===== src/inc/bscrc_pkg.sv =====
// package: register indices, field positions and constants of the byte crc unit
package bscrc_pkg;
    localparam int BSCRC_AW = 2;
    localparam int BSCRC_DW = 8;
    // register indices on the internal byte bus
    localparam logic [1:0] BSCRC_IDX_INPUT = 2'h0;
    localparam logic [1:0] BSCRC_IDX_LOW = 2'h1;
    localparam logic [1:0] BSCRC_IDX_HIGH = 2'h2;
    localparam logic [1:0] BSCRC_IDX_CTRL = 2'h3;
    // control field and reset values
    localparam int BSCRC_POLYNOMIAL_SELECT_BIT = 0;
    localparam logic [7:0] BSCRC_BYTE_RST = 8'h00;
    localparam logic [15:0] BSCRC_SUM_RST = 16'h0000;
    localparam logic BSCRC_POLYNOMIAL_SELECT_RST = 1'b0;
    // polynomial constants: select 0 is ccitt, 1 is crc-16
    localparam logic [15:0] BSCRC_POLYNOMIAL_SELECT_CCITT = 16'h1021;
    localparam logic [15:0] BSCRC_POLYNOMIAL_SELECT_CRC16 = 16'h8005;
    localparam int BSCRC_STEPS = 8;
    // host sequencer command codes
    typedef enum logic [1:0] {
        BSCRC_CMD_CLEAR,
        BSCRC_CMD_POLYNOMIAL_SELECT,
        BSCRC_CMD_WORD,
        BSCRC_CMD_BYTE
    } bscrc_cmd_t;
endpackage


===== src/inc/bscrc_if.sv =====
// interface: byte bus between the processor-side host and the crc unit
`timescale 1ns/1ps
interface bscrc_if;
    import bscrc_pkg::*;
    logic wr_en;
    logic rd_en;
    logic [BSCRC_AW-1:0] addr;
    logic [BSCRC_DW-1:0] wdata;
    logic [BSCRC_DW-1:0] rdata;
    modport dev (input wr_en, input rd_en, input addr, input wdata, output rdata);
    modport host (output wr_en, output rd_en, output addr, output wdata, input rdata);
endinterface


===== src/core/bscrc_unit.sv =====
// crc unit: byte-serial 16-bit checksum with register file on the byte bus
//
// Overview of operation
// - each input byte write updates the checksum once
// - update completes in one cycle, readable next
// - xor input byte into checksum upper byte
// - eight steps, each shifts left inserting zero
// - xor polynomial when leaving msb is one
// - 8005h for crc-16, 1021h for ccitt
// - eight steps, result written back to pair
// - checksum holds between writes, accumulating bytes
// - software clears both checksum bytes first
// - software selects polynomial before data bytes
// - program words go low byte then high
// - final pair value is the result
// - control bit0 selects polynomial, resets zero
// - input and checksum bytes reset to zero
//
// usage notes
// clear both checksum bytes and pick the polynomial before the first byte
// write bytes in order; each one is folded in before the next cycle
// a read returns the pair as it stood at the read strobe
// a read in the same cycle as a write returns the value from before it
// the input register keeps the last byte for read-back only
`timescale 1ns/1ps
module bscrc_unit
    import bscrc_pkg::*;
(
    // clock and reset
    input wire logic clk,
    input wire logic rst_b,
    // byte bus from the host
    bscrc_if.dev bus,
    // observed state
    output logic [15:0] running_checksum,
    output logic polynomial_select,
    output logic update_done
);
    // input byte register and its next value
    logic [7:0] crc_input_byte_q;
    logic [7:0] crc_input_byte_d;
    // running checksum pair, high byte in 15:8
    logic [15:0] sum_q;
    logic [15:0] sum_d;
    // polynomial select bit
    logic polynomial_select_q;
    logic polynomial_select_d;
    // update pulse
    logic done_q;
    logic done_d;
    // registered read data
    logic [7:0] rdata_q;
    logic [7:0] rdata_d;
    // checksum chain, stage 0 is the seeded value
    logic [15:0] step_val [0:BSCRC_STEPS];
    logic [15:0] polynomial_select_const;
    logic [15:0] seed_val;
    logic [15:0] next_sum;
    // bus decode
    logic wr_input;
    logic wr_low;
    logic wr_high;
    logic wr_ctrl;
    logic rd_any;
    // control register as seen on a read, upper bits zero
    logic [7:0] ctrl_view;

    // write decode: one strobe per register, qualified by wr_en
    assign wr_input = bus.wr_en && (bus.addr == BSCRC_IDX_INPUT);
    assign wr_low = bus.wr_en && (bus.addr == BSCRC_IDX_LOW);
    assign wr_high = bus.wr_en && (bus.addr == BSCRC_IDX_HIGH);
    assign wr_ctrl = bus.wr_en && (bus.addr == BSCRC_IDX_CTRL);
    // reads need no decode beyond the strobe, the address picks the byte
    assign rd_any = bus.rd_en;

    // polynomial constant chosen by the select bit
    // the select resets to ccitt, so an unprogrammed unit still gives a valid sum
    assign polynomial_select_const = polynomial_select_q ? BSCRC_POLYNOMIAL_SELECT_CRC16 : BSCRC_POLYNOMIAL_SELECT_CCITT;

    // new byte folds into the upper half only; the lower half passes through
    assign seed_val = sum_q ^ {bus.wdata, BSCRC_BYTE_RST};
    assign step_val[0] = seed_val;

    // unrolled shift/xor chain, one stage per input bit
    // all stages settle within one clock, so the pair is readable next cycle
    // the critical path is eight xor stages in series
    genvar g;
    generate
        for (g = 0; g < BSCRC_STEPS; g++) begin : g_step
            // shift left with a zero into the lsb, then fold in the polynomial
            // only when the bit pushed out of the msb was one
            assign step_val[g+1] = step_val[g][15]
                ? ({step_val[g][14:0], 1'b0} ^ polynomial_select_const)
                : {step_val[g][14:0], 1'b0};
        end
    endgenerate

    // output of the last stage is the new checksum
    assign next_sum = step_val[BSCRC_STEPS];

    // control view: only the select bit is implemented
    assign ctrl_view = {7'h00, polynomial_select_q};

    // input byte and update pulse
    always_comb begin
        crc_input_byte_d = crc_input_byte_q;
        done_d = 1'b0;
        if (wr_input) begin
            crc_input_byte_d = bus.wdata;
            done_d = 1'b1;
        end
    end

    // checksum pair: stepped on an input write, loaded on a direct write
    // an input write never meets a direct load: one address per cycle
    always_comb begin
        sum_d = sum_q;
        if (wr_input) begin
            sum_d = next_sum;
        end
        if (wr_low) begin
            // direct load lets software clear or preset the pair
            sum_d[7:0] = bus.wdata;
        end
        if (wr_high) begin
            sum_d[15:8] = bus.wdata;
        end
    end

    // polynomial select, bit 0 of the control byte
    always_comb begin
        polynomial_select_d = polynomial_select_q;
        if (wr_ctrl) begin
            polynomial_select_d = bus.wdata[BSCRC_POLYNOMIAL_SELECT_BIT];
        end
    end

    // read data is registered, so it stands one cycle after rd_en
    // and holds until the next read
    always_comb begin
        rdata_d = rdata_q;
        if (rd_any) begin
            case (bus.addr)
                BSCRC_IDX_INPUT: begin
                    rdata_d = crc_input_byte_q;
                end
                BSCRC_IDX_LOW: begin
                    rdata_d = sum_q[7:0];
                end
                BSCRC_IDX_HIGH: begin
                    rdata_d = sum_q[15:8];
                end
                BSCRC_IDX_CTRL: begin
                    rdata_d = ctrl_view;
                end
                // only an unknown index lands here
                default: begin
                    rdata_d = BSCRC_BYTE_RST;
                end
            endcase
        end
    end

    // input byte and update pulse registers
    always_ff @(posedge clk or negedge rst_b) begin
        if (!rst_b) begin
            crc_input_byte_q <= BSCRC_BYTE_RST;
            done_q <= 1'b0;
        end else begin
            crc_input_byte_q <= crc_input_byte_d;
            done_q <= done_d;
        end
    end

    // checksum pair register
    always_ff @(posedge clk or negedge rst_b) begin
        if (!rst_b) begin
            sum_q <= BSCRC_SUM_RST;
        end else begin
            sum_q <= sum_d;
        end
    end

    // polynomial select register
    always_ff @(posedge clk or negedge rst_b) begin
        if (!rst_b) begin
            polynomial_select_q <= BSCRC_POLYNOMIAL_SELECT_RST;
        end else begin
            polynomial_select_q <= polynomial_select_d;
        end
    end

    // read data register
    always_ff @(posedge clk or negedge rst_b) begin
        if (!rst_b) begin
            rdata_q <= BSCRC_BYTE_RST;
        end else begin
            rdata_q <= rdata_d;
        end
    end

    // outputs straight from the registers
    // the update pulse lasts exactly one cycle per input write
    assign bus.rdata = rdata_q;
    assign running_checksum = sum_q;
    assign polynomial_select = polynomial_select_q;
    assign update_done = done_q;
endmodule


===== src/flat_wrapper.sv =====
// flat-port wrapper written by rule: the top's interface ports become plain ports
module bscrc_unit_flat import bscrc_pkg::*;
  (clk, rst_b, running_checksum, polynomial_select, update_done, bus_wr_en, bus_rd_en, bus_addr, bus_wdata, bus_rdata);
  bscrc_if bus_i ();
  input wire logic clk;
  input wire logic rst_b;
  output logic [15:0] running_checksum;
  output logic polynomial_select;
  output logic update_done;
  input wire logic [$bits(bus_i.wr_en)-1:0] bus_wr_en;
  input wire logic [$bits(bus_i.rd_en)-1:0] bus_rd_en;
  input wire logic [$bits(bus_i.addr)-1:0] bus_addr;
  input wire logic [$bits(bus_i.wdata)-1:0] bus_wdata;
  output wire logic [$bits(bus_i.rdata)-1:0] bus_rdata;
  assign bus_i.wr_en = bus_wr_en;
  assign bus_i.rd_en = bus_rd_en;
  assign bus_i.addr = bus_addr;
  assign bus_i.wdata = bus_wdata;
  assign bus_rdata = bus_i.rdata;
  bscrc_unit u_core (.clk(clk), .rst_b(rst_b), .bus(bus_i), .running_checksum(running_checksum), .polynomial_select(polynomial_select), .update_done(update_done));
endmodule

===== config.mk =====
export PLATFORM = sky130hd
export DESIGN_NAME = bscrc_unit_flat
export DESIGN_NICKNAME = d
export VERILOG_FILES = /design/src/inc/bscrc_pkg.sv /design/src/inc/bscrc_if.sv /design/src/core/bscrc_unit.sv /design/src/flat_wrapper.sv
export SDC_FILE = /design/constraint.sdc
export NUM_CORES = 1
export LEC_CHECK = 0
export BUFFER_PORTS_ARGS = -buffer_cell sky130_fd_sc_hd__buf_2
export CAP_MARGIN = 10
export CORE_ASPECT_RATIO = 0.7
export CORE_MARGIN = 2
export CORE_UTILIZATION = 40
export CTS_BUF_LIST = sky130_fd_sc_hd__clkbuf_4 sky130_fd_sc_hd__clkbuf_8 sky130_fd_sc_hd__clkbuf_16
export DETAILED_ROUTE_END_ITERATION = 8
export SYNTH_ARGS = -nofsm -noshare
export SYNTH_HDL_FRONTEND = slang
export SYNTH_SLANG_ARGS = --single-unit

===== constraint.sdc =====
create_clock -name clk -period 4.43 [get_ports clk]
set_input_delay 1.329 -clock clk [delete_from_list [all_inputs] [get_ports clk]]
set_output_delay 1.329 -clock clk [all_outputs]
set_load 0.02 [all_outputs]

# == Word level (Yosys, flattened, before mapping) ==
# Cells that the tools add are included.
# word_totals
memories,0
reg_bits,34
word_cells,39
romBits,0
latchBits,0
ram_bits,0
out_inout_bits,26
in_bits,14
# op_classes
mux,14
n_lt_le_gt_ge,0
reduce_logical,7
n_eq_ne,3
add_sub_neg,0
div_mod_pow,0
bitwise_logic,9
shift,0
n_mul,0
# ops
cell,n
two-way mux 16 bit,10
XOR 16 bit,9
case mux 8 bit (4 select lines),1
two-way mux 8 bit,2
== test 2 bit (second input constant),2
logical AND 1 bit,4
nonzero test 2 bit,2
== test 2 x 1 -> 1 bit (second input constant),1
logical NOT 2 bit,1
two-way mux 1 bit,1

# == Longest topological paths before layout ==
# depth
ltp_word,19
mapped_depth,7
depth_no_buf,7

# == Worst setup path before layout ==
# Ideal clock, no wire load.
# synth_path
kind,input-to-reg
startpoint,input bus_wdata[6]
endpoint,register u_core.sum_q[3] (netlist: u_core.running_checksum[3])
arrival_time_ns,3.347
required_time_ns,4.361
cell_stages,7
setup_slack_ns,1.014
setup_time_ns,0.069
n_path_buf,0
path_cell_list,xnor2_1 -> nor2_4 -> xnor2_2 -> xnor3_2 -> xnor3_1 -> a2111o_1 -> nand3_1
# synth_via
elab_chain_cells,17
elab_cells_between_ends,18
classes_between,mux: 10; bitwise: 8
# synth_rtl
item,line,text
"start, declared",flat_wrapper.sv:13,input wire logic [$bits(bus_i.wdata)-1:0] bus_wdata;
XOR 16 bit *,bscrc_unit.sv:81,"assign seed_val = sum_q ^ {bus.wdata, BSCRC_BYTE_RST};"
XOR 16 bit,bscrc_unit.sv:93,"? ({step_val[g][14:0], 1'b0} ^ polynomial_select_const)"
two-way mux 16 bit * (2 in a row),bscrc_unit.sv:93,
XOR 16 bit,bscrc_unit.sv:93,
two-way mux 16 bit *,bscrc_unit.sv:93,
XOR 16 bit,bscrc_unit.sv:93,
two-way mux 16 bit * (2 in a row),bscrc_unit.sv:93,
XOR 16 bit or two-way mux 16 bit (tied branches),bscrc_unit.sv:93,
two-way mux 16 bit *,bscrc_unit.sv:93,
XOR 16 bit or two-way mux 16 bit (tied branches),bscrc_unit.sv:93,
two-way mux 16 bit *,bscrc_unit.sv:93,
XOR 16 bit or two-way mux 16 bit (tied branches),bscrc_unit.sv:93,
two-way mux 16 bit *,bscrc_unit.sv:93,
two-way mux 16 bit *,bscrc_unit.sv:118,if (wr_input) begin
two-way mux 8 bit *,bscrc_unit.sv:121,if (wr_low) begin
"end signal, assigned",bscrc_unit.sv:180,sum_q <= sum_d;
"end, declared",bscrc_unit.sv:43,logic [15:0] sum_q;
# Every way passes the cells marked *; elsewhere a longest branch is shown, timed or not. The select of a mux whose other input is x is not followed.
# A chain may end at the register's enable or synchronous reset.

# == Worst setup path after layout ==
# Ends and elaborated chain as after synthesis.

==> impl_metrics.py <==
metrics = {
    "floorplanning": {
        "die_y_um": 65.8,
        "dieArea_um2": 6070,
        "core_area_um2": 5260,
        "fp.dieW_um": 92.2,
        "fp-row-count": 22,
        "start_util_pct": 41.5,
        "pin_count": 40,
    },
    "power_and_ir_drop": {
        "powerDensity_nw_per_um2": 749,
        "pwr-share-clk_pct": 13.0,
        "ir_drop_mv": 0.264,
        "power_w": 0.00190,
        "p_seq_share_pct": 25.8,
        "p_leak_nw": 1.17,
        "p_comb_share_pct": 61.2,
        "sw_frac_of_total_pct": 42.9,
        "p_int_w": 0.00109,
        "p_sw_w": 0.000816,
    },
    "global_route": {
        "track_usage_pct": 18.9,
        "grt_first_pass_wirelength_um": 8600,
        "grt_antenna_before_repair": 0,
        "grt_max_degree": 35,
        "grt_pass1_vias": 1609,
        "globalRouteOverflowTotal": 0,
    },
    "layout": {
        "multiInputGateArea_um2": 1280,
        "drive_above_1_share_pct": 25.8,
        "final_area_um2": 2540,
        "fin_util_pct": 48.3,
        "fillerInstances": 510,
        "nets": 273,
        "diodes": 0,
        "syn_to_final_growth_pct": 16.6,
        "final-seq-area_um2": 851,
    },
    "logic_synthesis": {
        "syn_nets": 235,
        "synth_edf_count": 0,
        "seq_area_frac_synth_pct": 39.0,
        "syn_area_um2": 2180,
        "synth.ff_latch_count": 34,
        "synthTopCellsByArea": "dfrtp_1 (39%), xnor2_1 (8.8%), mux2i_1 (7.3%), mux2_2 (5.2%), a21oi_1 (5.1%)",
        "syn_inst": 221,
        "syn_avg_cell_area_um2": 9.86,
        "synth.top_cell.area_share_pct": 39.0,
        "synth.distinct_cells": 34,
        "yosysTopAreaCell": "dfrtp_1",
        "synth_ff_type": "dfrtp_1",
        "synthArstFlopShare_pct": 100,
        "yosysWarnings": 0,
    },
    "run_status": {
        "status": "complete, no violations",
    },
    "timing": {
        "finClkSkew_ps": 5.80,
        "finalHoldViolCount": 0,
        "hold_ws_ps": 509,
        "worst_pin_slew_ps": 850,
        "rsz0062_at_grt": "no",
        "tns_ps": 0,
        "period_needed_ps": 3470,
        "relSlewSlack_pct": 43.2,
        "period_share_pct": 78.4,
        "report.final.slew_viol_count": 0,
        "fmax_mhz": 288,
        "setup_viol_count_final": 0,
    },
    "route": {
        "wl_um": 5250,
        "dr_total_vias": 1716,
        "wl_per_cell_um": 15.8,
        "firstDrtPassIters": 4,
        "drtIter0Drc": 80,
        "antenna_left": 0,
        "viasPerCell": 5.17,
        "drc": 0,
    },
    "placement": {
        "io_buffers": 39,
        "dpl_cell_area_um2": 2450,
        "globalplace.congestion": 0.827,
        "place_hpwl_um": 3680,
    },
    "clocking": {
        "cts_hold_buf": 0,
        "htreeDepth": 2,
        "clock_latency_ps": 290,
        "clock_path_buffers": 2,
        "root_buffer": "clkbuf_8",
        "tritoncts": "yes",
        "clock_sinks": 34,
        "numCtsBuffers": 5,
        "ctsResizeCount": 0,
        "clk_pin_slew_worst_paths_ps": 70,
        "post-cts-setup-buffers": 0,
    },
    "worst_setup_path": {
        "crit_required_ps": 4660,
        "cp.arrival_ps": 3700,
        "path_class": "input port to register",
        "critical_path.max_fanout": 6,
        "cp-end-kind": "register",
        "cp-start-kind": "input port",
    },
    "worst_hold_path": {
        "hp-class": "register to register",
    },
    "run": {
        "drv_cap": 0,
    },
}
through the flow:
step / instances / setup slack (ps)
floorplan: 221 / 1010
global placement: 324 / 758
detailed placement: 324 / 666
CTS: 332 / 946
global route: 332 / 763
finish: 332 / 956
worst paths after layout:
path | from | end | slack, ps | cells past startpoint
min in group asynchronous | rst_b | u_core.crc_input_byte_q[0]$_DFFE_PN0P_ | 1120 | 1
max in group asynchronous | rst_b | u_core.running_checksum[2]$_DFFE_PN0P_ | 2810 | 1
worst min-delay path | u_core.crc_input_byte_q[4]$_DFFE_PN0P_ | u_core.crc_input_byte_q[4]$_DFFE_PN0P_ | 510 | 1
worst min register to register | u_core.crc_input_byte_q[4]$_DFFE_PN0P_ | u_core.crc_input_byte_q[4]$_DFFE_PN0P_ | 510 | 1
worst max-delay path | bus_wdata[6] | u_core.running_checksum[3]$_DFFE_PN0P_ | 960 | 8
worst max register to register | u_core.running_checksum[14]$_DFFE_PN0P_ | u_core.running_checksum[3]$_DFFE_PN0P_ | 1660 | 7
synthesized netlist by cell type, types with 3 or more instances:
library cell,count
clkbuf_1,9
xor2_1,9
a21oi_1,22
nand2b_1,3
mux2_2,10
o21ai_0,10
xnor2_1,22
o21ai_1,5
and3_1,3
a31oi_1,3
nor2_1,29
nand2_1,13
or3_1,3
dfrtp_1,34
mux2i_1,16
xnor2_2,3
xnor3_1,4
registers in the layout, indices dropped and copies added, names as in the netlist:
name,flops
u_core.running_checksum,16
u_core.crc_input_byte_q,8
u_core.update_done,1
u_core.bus.rdata,8
u_core.polynomial_select,1
worst max-delay path: stages:
cell and delay, ps:
buf_2 130, xnor2_1 420, nor2_4 80, xnor2_2 320
xnor3_2 540, xnor3_1 380, a2111o_1 420, nand3_1 70
layout make-up:
type                    count  share of cell area (%)
clock buffers               7                    3.55
clock inverters             1                   0.197
inverters                   1                   0.148
multi-input cells         175                    50.5
flip-flops and latches     34                    33.5
well taps                  72                    3.55
repair buffers             42                    8.57
cell families (layout without fill, tap and decap cells):
family                 Yosys count  in the layout  share of synthesized area, %
AND/OR/NAND/NOR                 62             62                          13.4
AO/OA/AOI/OAI                   47             47                          12.0
multiplexers                    27             27                          13.5
flip-flops                      34             34                          39.0
XOR/XNOR                        39             39                          19.9
buffers and inverters           12             51                          2.07
cell usage in the layout (no fill, tap or decap), drive strengths merged, types with 5 or more instances in the layout:
cell type  Yosys  final
buf            2     42
dfrtp         34     34
nor2          31     31
xnor2         25     25
a21oi         22     22
mux2i         16     16
o21ai         15     15
nand2         13     13
mux2          10     10
xor2           9      9
clkbuf         9      7
xnor3          5      5
power by group through the flow:
stage	logic, W	clock network, W	registers, W
2_1_floorplan	0.000829	0	0.000576
3_3_place_gp	0.00115	0	0.000496
3_5_place_dp	0.00116	0	0.000496
4_1_cts	0.00117	0.000255	0.000491
5_1_grt	0.00127	0.000269	0.000506
6_report	0.00117	0.000247	0.000490
layer usage:
metal	vias up	wire, um	GRT usage [%]
met4	0	61	5.97
met2	39	2130	26.4
met3	7	221	4.13
li1	843	-	-
met1	827	2840	28.7
met5	-	0	0
Note: power is estimated with default switching activity, not from simulation.
